==> src/host_bus_port_map.svh <==
// Pin vector layout, reset values and field positions of the host bus port
`ifndef HOST_BUS_PORT_MAP_SVH
`define HOST_BUS_PORT_MAP_SVH
`define PIN_W      19
`define P_DATA_HI  7
`define P_ADDR_LO  8
`define P_ADDR_HI  10
`define P_CSA      11
`define P_CSB      12
`define P_CSC      13
`define P_CSD      14
`define P_WR       15
`define P_RD       16
`define P_FORCE    17
`define P_STYLE    18
`define PIN_RST    19'h5f800
`define DOUT_RST   8'h00
`define CHAN_A     2'h0
`define CHAN_B     2'h1
`define CHAN_C     2'h2
`define CHAN_D     2'h3
`endif

==> src/host_bus_port_pkg.sv <==
// Types of the host bus port: access states and the state record
`include "host_bus_port_map.svh"
package host_bus_port_pkg;
	typedef enum logic [2:0] {
		ST_IDLE  = 3'h1,
		ST_READ  = 3'h2,
		ST_WRITE = 3'h4
	} acc_state_t;
	typedef logic [`PIN_W-1:0] pin_vec_t;
	typedef struct packed {
		pin_vec_t   s1;
		pin_vec_t   s2;
		pin_vec_t   s3;
		pin_vec_t   f;
		acc_state_t st;
		logic       cap;
		logic [1:0] chan;
		logic [2:0] addr;
		logic [7:0] dout;
		logic       oe_n;
		logic       rd_stb;
		logic       wr_stb;
		logic [7:0] wdata;
		logic [3:0] int_out;
		logic [3:0] int_oe_n;
		logic       txf_n;
		logic       rxf_n;
	} port_state_t;
endpackage

==> src/host_bus_port.sv <==
// Parallel host bus port of a four-channel UART
//
// Behaviour
// [RULE_01] In strobe style a falling read strobe starts a read and the byte is driven out.
// [RULE_02] In strobe style a write runs from falling write strobe and loads data at its rise.
// [RULE_03] In select style the write strobe pin is read/write: high reads, low writes.
// [RULE_04] In select style the read strobe pin is ignored and held high by the host.
// [RULE_05] In strobe style each of four active-low selects enables one channel A to D.
// [RULE_06] In select style the channel A select is the single device select.
// [RULE_07] In select style the channel B and C selects are two channel-address bits.
// [RULE_08] In select style the channel D select has no use and is tied high outside.
// [RULE_09] In strobe style each interrupt pin floats while its output-enable bit is 0.
// [RULE_10] In select style channel A interrupt pin is an open-drain active-low device request.
// [RULE_11] In select style interrupt pins B, C and D are held at logic zero.
// [RULE_12] The shared transmit flag is the AND of the four active-low transmit-ready signals.
// [RULE_13] The shared receive flag is the AND of the four active-low receive-ready signals.
// [RULE_14] Address is three bits, data is eight bits, driven only during reads.
// [RULE_15] In strobe style the force input drives all interrupt pins whatever the enable bits.
// [RULE_16] In select style the host holds the force input low.
// [RULE_17] In select style address bits A4,A3 pick channels A,B,C,D; any pending request asserts.
`timescale 1ns/10ps
`default_nettype none
`include "host_bus_port_map.svh"

module host_bus_port (
	input  wire logic       CLK_SYS,          // 20 MHz system clock
	input  wire logic       RST,              // Async reset, active high
	input  wire logic       BUS_STYLE_SEL,    // High: strobe style, low: select style
	input  wire logic       IRQ_FORCE_ENABLE, // Force interrupt pins driven in strobe style
	input  wire logic       READ_STROBE_N,    // Read strobe pin
	input  wire logic       WRITE_STROBE_N,   // Write strobe or read/write pin
	input  wire logic       CHAN_A_SELECT_N,  // Select A or device select
	input  wire logic       CHAN_B_SELECT_N,  // Select B or address A3
	input  wire logic       CHAN_C_SELECT_N,  // Select C or address A4
	input  wire logic       CHAN_D_SELECT_N,  // Select D, unused in select style
	input  wire logic [2:0] ADDR,             // Register address pins
	input  wire logic [7:0] DATA_IN,          // Data bus level seen at pins
	output logic      [7:0] DATA_OUT,         // Data driven on reads
	output logic            DATA_OE_N,        // Low while driving data bus
	output logic      [1:0] REG_CHAN,         // Channel of register access
	output logic      [2:0] REG_ADDR,         // Register within channel
	output logic            REG_RD_STB,       // One-cycle read request
	output logic            REG_WR_STB,       // One-cycle write request
	output logic      [7:0] REG_WR_DATA,      // Data for write request
	input  wire logic [7:0] REG_RD_DATA,      // Read data, valid with read request
	input  wire logic [3:0] CHAN_IRQ,         // Pending interrupt per channel
	input  wire logic [3:0] CHAN_OUT_EN,      // Output-enable bit per channel
	input  wire logic [3:0] TX_READY_N,       // Transmit ready per channel
	input  wire logic [3:0] RX_READY_N,       // Receive ready per channel
	output logic      [3:0] INT_OUT,          // Interrupt pin levels
	output logic      [3:0] INT_OE_N,         // Low while interrupt pin driven
	output logic            TX_SPACE_FLAG_N,  // Shared transmit ready
	output logic            RX_AVAIL_FLAG_N   // Shared receive ready
);
	import host_bus_port_pkg::*;

	port_state_t q;
	port_state_t d;
	pin_vec_t    pins;
	pin_vec_t    agree;
	logic [1:0]  acc_now;
	logic [1:0]  acc_was;

	// Access kind of a filtered pin vector: bit 1 read, bit 0 write
	function automatic logic [1:0] access_of(input pin_vec_t f);
		logic sel;
		sel = 1'b0;
		if (f[`P_STYLE]) begin
			sel = ~&f[`P_CSD:`P_CSA];                     // see [RULE_05]
			access_of = {sel & ~f[`P_RD], sel & ~f[`P_WR]}; // see [RULE_01] see [RULE_02]
		end else begin
			sel = ~f[`P_CSA];                               // see [RULE_06]
			// Read strobe and select D not looked at here
			access_of = {sel & f[`P_WR], sel & ~f[`P_WR]};  // see [RULE_03] see [RULE_04] see [RULE_08]
		end
	endfunction

	// Channel addressed by a filtered pin vector
	function automatic logic [1:0] chan_of(input pin_vec_t f);
		if (!f[`P_STYLE])
			chan_of = {f[`P_CSC], f[`P_CSB]};               // see [RULE_07] see [RULE_17]
		else if (!f[`P_CSA])
			chan_of = `CHAN_A;
		else if (!f[`P_CSB])
			chan_of = `CHAN_B;
		else if (!f[`P_CSC])
			chan_of = `CHAN_C;
		else
			chan_of = `CHAN_D;
	endfunction

	assign pins = {BUS_STYLE_SEL, IRQ_FORCE_ENABLE, READ_STROBE_N, WRITE_STROBE_N,
		CHAN_D_SELECT_N, CHAN_C_SELECT_N, CHAN_B_SELECT_N, CHAN_A_SELECT_N, ADDR, DATA_IN};
	assign agree = ~(q.s2 ^ q.s3);

	always_comb begin
		d = q;
		d.s1 = pins;
		d.s2 = q.s1;
		d.s3 = q.s2;
		// Filtered pin takes the new level once stages two and three agree
		d.f = (q.f & ~agree) | (q.s2 & agree);
		acc_now = access_of(d.f);
		acc_was = access_of(q.f);
		d.rd_stb = 1'b0;
		d.wr_stb = 1'b0;
		unique case (q.st)
			ST_IDLE: begin
				if (acc_now[1] && !acc_was[1]) begin
					d.rd_stb = 1'b1;                            // see [RULE_01]
					d.cap = 1'b1;
					d.chan = chan_of(d.f);
					d.addr = d.f[`P_ADDR_HI:`P_ADDR_LO];        // see [RULE_14]
					d.st = ST_READ;
				end else if (acc_now[0] && !acc_was[0]) begin
					d.chan = chan_of(d.f);                      // see [RULE_02]
					d.addr = d.f[`P_ADDR_HI:`P_ADDR_LO];
					d.st = ST_WRITE;
				end
			end
			ST_READ: begin
				if (q.cap) begin
					d.dout = REG_RD_DATA;
					d.oe_n = 1'b0;                              // see [RULE_14]
					d.cap = 1'b0;
				end
				if (!acc_now[1]) begin
					d.oe_n = 1'b1;
					d.cap = 1'b0;
					d.st = ST_IDLE;
				end
			end
			ST_WRITE: begin
				if (!acc_now[0]) begin
					// Data as sampled just before the write access ended (write strobe or select rose)
					d.wdata = q.f[`P_DATA_HI:0];                // see [RULE_02]
					d.wr_stb = 1'b1;                            // see [RULE_03]
					d.st = ST_IDLE;
				end
			end
			// Illegal one-hot code falls back to idle
			default: d.st = ST_IDLE;
		endcase
		if (q.f[`P_STYLE]) begin
			d.int_out = CHAN_IRQ;
			// Force input only counts in strobe style
			d.int_oe_n = ~(CHAN_OUT_EN | {4{q.f[`P_FORCE]}}); // see [RULE_09] see [RULE_15]
		end else begin
			d.int_out = 4'h0;                                  // see [RULE_11]
			d.int_oe_n = {3'h0, ~|CHAN_IRQ};                   // see [RULE_10] see [RULE_16]
		end
		d.txf_n = &TX_READY_N;                                 // see [RULE_12]
		d.rxf_n = &RX_READY_N;                                 // see [RULE_13]
	end

	always_ff @(posedge CLK_SYS or posedge RST) begin
		if (RST) begin
			q.s1 <= `PIN_RST;
			q.s2 <= `PIN_RST;
			q.s3 <= `PIN_RST;
			q.f <= `PIN_RST;
			q.st <= ST_IDLE;
			q.cap <= 1'b0;
			q.chan <= `CHAN_A;
			q.addr <= 3'h0;
			q.dout <= `DOUT_RST;
			q.oe_n <= 1'b1;
			q.rd_stb <= 1'b0;
			q.wr_stb <= 1'b0;
			q.wdata <= `DOUT_RST;
			q.int_out <= 4'h0;
			q.int_oe_n <= 4'hf;
			q.txf_n <= 1'b1;
			q.rxf_n <= 1'b1;
		end else begin
			q <= d;
		end
	end

	assign DATA_OUT = q.dout;
	assign DATA_OE_N = q.oe_n;
	assign REG_CHAN = q.chan;
	assign REG_ADDR = q.addr;
	assign REG_RD_STB = q.rd_stb;
	assign REG_WR_STB = q.wr_stb;
	assign REG_WR_DATA = q.wdata;
	assign INT_OUT = q.int_out;
	assign INT_OE_N = q.int_oe_n;
	assign TX_SPACE_FLAG_N = q.txf_n;
	assign RX_AVAIL_FLAG_N = q.rxf_n;

	property p_rd_data;
		@(posedge CLK_SYS) disable iff (RST)
		(REG_RD_STB && access_of(d.f) == 2'b10) |=>
			(!DATA_OE_N && DATA_OUT == $past(REG_RD_DATA));
	endproperty
	a_rd_data: assert property (p_rd_data) else $error("read byte not driven"); // see [RULE_01]

	property p_oe_read_only;
		@(posedge CLK_SYS) disable iff (RST)
		!DATA_OE_N |-> (q.st == ST_READ);
	endproperty
	a_oe_read_only: assert property (p_oe_read_only) else $error("bus driven outside read"); // see [RULE_14]

	property p_wr_after_access;
		@(posedge CLK_SYS) disable iff (RST)
		REG_WR_STB |-> ($past(q.st) == ST_WRITE && q.st == ST_IDLE && !REG_RD_STB);
	endproperty
	a_wr_after_access: assert property (p_wr_after_access) else $error("stray write"); // see [RULE_02]

	property p_sel_style_rw;
		@(posedge CLK_SYS) disable iff (RST)
		(REG_RD_STB && !q.f[`P_STYLE]) |-> (q.f[`P_WR] && !q.f[`P_CSA]);
	endproperty
	a_sel_style_rw: assert property (p_sel_style_rw) else $error("read without r/w high"); // see [RULE_03]

	property p_strobe_chan;
		@(posedge CLK_SYS) disable iff (RST)
		(REG_RD_STB && q.f[`P_STYLE]) |-> !q.f[`P_CSA + REG_CHAN];
	endproperty
	a_strobe_chan: assert property (p_strobe_chan) else $error("channel not selected"); // see [RULE_05]

	property p_addr_chan;
		@(posedge CLK_SYS) disable iff (RST)
		(REG_RD_STB && !q.f[`P_STYLE]) |-> (REG_CHAN == {q.f[`P_CSC], q.f[`P_CSB]});
	endproperty
	a_addr_chan: assert property (p_addr_chan) else $error("wrong channel decode"); // see [RULE_17]

	property p_int_enable;
		@(posedge CLK_SYS) disable iff (RST)
		q.f[`P_STYLE] ##1 q.f[`P_STYLE] |->
			(INT_OE_N == ~($past(CHAN_OUT_EN) | {4{$past(q.f[`P_FORCE])}}));
	endproperty
	a_int_enable: assert property (p_int_enable) else $error("interrupt enable wrong"); // see [RULE_09]

	property p_int_open_drain;
		@(posedge CLK_SYS) disable iff (RST)
		!q.f[`P_STYLE] |=> (!INT_OUT[0] && INT_OE_N[0] == ~|$past(CHAN_IRQ));
	endproperty
	a_int_open_drain: assert property (p_int_open_drain) else $error("device request wrong"); // see [RULE_10]

	property p_int_unused_low;
		@(posedge CLK_SYS) disable iff (RST)
		!q.f[`P_STYLE] |=> (INT_OUT[3:1] == 3'h0 && INT_OE_N[3:1] == 3'h0);
	endproperty
	a_int_unused_low: assert property (p_int_unused_low) else $error("unused pins not low"); // see [RULE_11]

	property p_flags;
		@(posedge CLK_SYS) disable iff (RST)
		##1 (TX_SPACE_FLAG_N == &$past(TX_READY_N) && RX_AVAIL_FLAG_N == &$past(RX_READY_N));
	endproperty
	a_flags: assert property (p_flags) else $error("shared flag wrong"); // see [RULE_12] see [RULE_13]

	// Access handshake: pulse shapes and captured bytes
	property p_rd_pulse;
		@(posedge CLK_SYS) disable iff (RST)
		REG_RD_STB |=> !REG_RD_STB;
	endproperty
	a_rd_pulse: assert property (p_rd_pulse) else $error("read pulse long"); // see [RULE_01]

	property p_rd_from_idle;
		@(posedge CLK_SYS) disable iff (RST)
		REG_RD_STB |-> ($past(q.st) == ST_IDLE && q.st == ST_READ);
	endproperty
	a_rd_from_idle: assert property (p_rd_from_idle) else $error("rd start"); // see [RULE_01]

	property p_oe_release;
		@(posedge CLK_SYS) disable iff (RST)
		(!DATA_OE_N && (access_of(d.f) & 2'h2) == 2'h0) |=> DATA_OE_N;
	endproperty
	a_oe_release: assert property (p_oe_release) else $error("bus held"); // see [RULE_14]

	property p_wr_data;
		@(posedge CLK_SYS) disable iff (RST)
		REG_WR_STB |-> (REG_WR_DATA == $past(q.f[`P_DATA_HI:0]));
	endproperty
	a_wr_data: assert property (p_wr_data) else $error("write byte wrong"); // see [RULE_02]

	property p_wr_pulse;
		@(posedge CLK_SYS) disable iff (RST)
		REG_WR_STB |=> !REG_WR_STB;
	endproperty
	a_wr_pulse: assert property (p_wr_pulse) else $error("write pulse long"); // see [RULE_02]

	property p_sel_style_wr;
		@(posedge CLK_SYS) disable iff (RST)
		(REG_WR_STB && !$past(q.f[`P_STYLE])) |->
			(!$past(q.f[`P_WR]) && !$past(q.f[`P_CSA]));
	endproperty
	a_sel_style_wr: assert property (p_sel_style_wr) else $error("bad write"); // see [RULE_03]

	// Interrupt pins in strobe style
	property p_int_force;
		@(posedge CLK_SYS) disable iff (RST)
		(q.f[`P_STYLE] && q.f[`P_FORCE]) |=> (INT_OE_N == 4'h0);
	endproperty
	a_int_force: assert property (p_int_force) else $error("force ignored"); // see [RULE_15]

	property p_int_follow;
		@(posedge CLK_SYS) disable iff (RST)
		q.f[`P_STYLE] |=> (INT_OUT == $past(CHAN_IRQ));
	endproperty
	a_int_follow: assert property (p_int_follow) else $error("interrupt level wrong"); // see [RULE_09]

endmodule // host_bus_port
`default_nettype wire

==> config.mk <==
export PLATFORM = sky130hd
export DESIGN_NAME = host_bus_port
export DESIGN_NICKNAME = d
export VERILOG_FILES = /design/src/host_bus_port_pkg.sv /design/src/host_bus_port.sv
export VERILOG_INCLUDE_DIRS = /design/src
export SDC_FILE = /design/constraint.sdc
export NUM_CORES = 1
export LEC_CHECK = 0
export BUFFER_PORTS_ARGS = -buffer_cell sky130_fd_sc_hd__buf_2
export CAP_MARGIN = 20
export CORE_MARGIN = 2
export CORE_UTILIZATION = 24
export CTS_CLUSTER_DIAMETER = 40
export DETAILED_ROUTE_END_ITERATION = 7
export GPL_ROUTABILITY_DRIVEN = 0
export GPL_TIMING_DRIVEN = 0
export MAX_ROUTING_LAYER = met4
export SLEW_MARGIN = 10
export SYNTH_ARGS = -nofsm -noshare
export SYNTH_HDL_FRONTEND = slang
export SYNTH_SLANG_ARGS = --single-unit
==> constraint.sdc <==
create_clock -name CLK_SYS -period 3.9 [get_ports CLK_SYS]
set_clock_uncertainty 0.2 [all_clocks]
set_input_delay 0.195 -clock CLK_SYS [delete_from_list [all_inputs] [get_ports CLK_SYS]]
set_output_delay 0.195 -clock CLK_SYS [all_outputs]
set_load 0.05 [all_outputs]
==> reports/metrics.cfg <==
[status]
status=completed

[timing]
worst_pin_slew_ns=0.705
timing.fmax_mhz=422
final_max_slew_viol_count=0
final-hold-violation-count=0
worst_hold_slack_ns=0.144
fin_crit_ns=2.37
final-setup-viol-count=0
rsz0062_at_grt=no
slew_headroom_pct=52.8
fin_crit_sh_pct=60.8
setup_ws_ns=1.53

[die]
start_util_pct=24.7
die_w_microns=132
core_sq_um=15900
die_h_microns=132
row_count=46
die-area_sq_um=17500
ios=79

[synth]
synth.distinct_cells=40
synth-seq-cells=114
synth.yosys.seq_area_share_pct=73.5
synth-xor-area-share_pct=0
syn_inst=243
yosys_warnings=0
async_flop_share_pct=100
synth_top_family_by_area=multiplexers
muxShareOfSynthArea_pct=7.02
synth_edf_count=0
syn_area_sq_um=3940
synthFlopType=dfrtp_1
yosys.area_share.simple_pct=4.79
synth_compound_area_share_pct=3.71
synth_nets=288
yosys.area_share.adder_pct=4.44
synth_area_per_cell_sq_um=16.2

[route]
vias=2245
drtIter0Drc=66
first_pass_iters=4
finalWirelength_microns=6780
ant_nets=0
drc=0
wl_per_cell_microns=11.1
via_per_inst=3.67

[clocking]
cts_inserted_buffers=17
cts_root_buf=clkbuf_16
hold_buffers=41
clk_pin_slew_ns=0.05
cts_tree=yes
cts_sinks=114
cts_resized=0
htree_levels=4
clkLatencyLatePin_ns=0.40
cts.path.max_buffers=2
post-cts-setup-buffers=0

[setup_path]
cp-end-kind=flip-flop
critPathLaunchType=flip-flop
crit_fanout=10
rrSetupSlack_ns=1.53
crit_arrival_ns=2.45
worstPathRequired_ns=3.98
critical_path_class=flip-flop to flip-flop

[finish]
final_cell_mix=buf_2 (79), dfrtp_1 (78), dlygate4sd3_1 (41)
area_growth_pct=42.8
insertedDiodeCount=0
layout-drive-gt1-share_pct=50.9
fillers=1538
fin_nets=427
mostFrequentLayoutCell=buf_2

[global_route]
grt_max_degree=67
grt_pass1_vias=2389
gr-usage-met2_pct=13.2
grt_pass1_wl_microns=11700
grt_overflow=0
use_met3_pct=4.19
grt_use_met1_pct=10.5
grt_util_all_layers_pct=9.08
grt_antenna_before_repair=0
grt-busiest-layer=met2

[place]
dpl_worst_slack_ns=1.48
io_buffers=78
dp_hpwl_microns=4240

[pwr]
power_w=0.00399
vdd_drop_max_v=0.000286
p_leak_nw=2.60
power.density_nw_per_um2=709

[hold_path]
min_path_type=flip-flop to flip-flop

[job]
maxCapViolCount=0

## sequential cells by signal (all words and copies together), names as in the netlist, named ones only
signal,flops
REG_RD_STB,1
RX_AVAIL_FLAG_N,1
DATA_OUT,8
REG_CHAN,2
d,38
INT_OE_N,4
INT_OUT,4
DATA_OE_N,1
REG_ADDR,3
REG_WR_DATA,8
TX_SPACE_FLAG_N,1
REG_WR_STB,1
q,33
## worst max-delay path: stages (launching register included)
cell	delay [ns]
dfstp_2	0.50
buf_2	0.21
maj3_2	0.28
and3_1	0.19
a21oi_2	0.05
o21ai_1	0.24
a31oi_4	0.20
mux2_1	0.37
## final timing paths
kind / endpoint / start / cells past startpoint
max: REG_ADDR[2]$_DFFE_PP0P_ / q[56]$_DFF_PP1_ / 7
min: d[62]$_DFF_PP0_ / d[81]$_DFF_PP0_ / 0
max reg2reg: REG_ADDR[2]$_DFFE_PP0P_ / q[56]$_DFF_PP1_ / 7
min reg2reg: d[62]$_DFF_PP0_ / d[81]$_DFF_PP0_ / 0
max in group asynchronous: d[75]$_DFF_PP1_ / RST / 4
min in group asynchronous: async pin / RST / 3
## layout make-up
type                            count  area, sq um  area share [%]
Buffer                             31          234            4.16
Clock buffer                       22          474            8.43
Clock inverter                     10          108            1.91
Inverter                            6         27.5           0.489
Multi-Input combinational cell     92          787            14.0
Sequential cell                   114         2900            51.5
Tap cell                          216          270            4.80
Timing Repair Buffer              120          828            14.7
## Yosys cell counts (2+ instances only)
| master | instances | area, sq um |
|---|---|---|
| maj3_2 | 4 | 45.0 |
| nand3_1 | 3 | 15.0 |
| and4_1 | 3 | 26.3 |
| dfstp_2 | 36 | 946 |
| o21a_1 | 3 | 22.5 |
| mux2_4 | 8 | 120 |
| buf_4 | 29 | 218 |
| mux2_1 | 8 | 90.1 |
| nand2_1 | 7 | 26.3 |
| dfrtp_1 | 78 | 1950 |
| o21ai_0 | 2 | 10.0 |
| inv_2 | 2 | 7.51 |
| inv_1 | 4 | 15.0 |
| maj3_1 | 13 | 130 |
| mux2_2 | 5 | 56.3 |
| nor2_1 | 7 | 26.3 |
| and2_1 | 4 | 25.0 |
| o22ai_1 | 2 | 12.5 |
| nand2b_1 | 2 | 12.5 |
| and3_1 | 2 | 12.5 |
| o21ai_1 | 2 | 10.0 |
## power by group
part | switching, W | leakage (nW) | total (W) | internal [W]
logic | 0.000625 | 0.997 | 0.00102 | 0.000394
registers | 0.0000867 | 1.32 | 0.00147 | 0.00139
clock network | 0.000516 | 0.282 | 0.00150 | 0.000983
total | 0.00123 | 2.60 | 0.00399 | 0.00276
## cells by family (layout without fill, tap and decap cells)
kind of cell / after synthesis / after routing
fa+ha+maj: 17 / 17
mux: 22 / 22
simple gates: 34 / 34
compound gates: 19 / 19
flops: 114 / 114
buf+inv: 37 / 189
## stage by stage
stage | instances | TNS, ns | util (%) | cell area, sq um
2_1_floorplan | 243 | 0 | - | 3940
3_3_place_gp | 537 | -50.09 | 28.9 | 4600
3_5_place_dp | 538 | 0 | 29.1 | 4630
4_1_cts | 611 | 0 | 35.3 | 5630
5_1_grt | 611 | 0 | 35.3 | 5630
6_report | 611 | 0 | 35.3 | 5630
## metal layers
| metal | wire (microns) | vias up |
|---|---|---|
| li1 | - | 1078 |
| met1 | 3080 | 1086 |
| met2 | 3140 | 67 |
| met3 | 403 | 14 |
| met4 | 153 | 0 |
| met5 | 0 | - |
No activity file was read; power rests on OpenSTA's default activity.
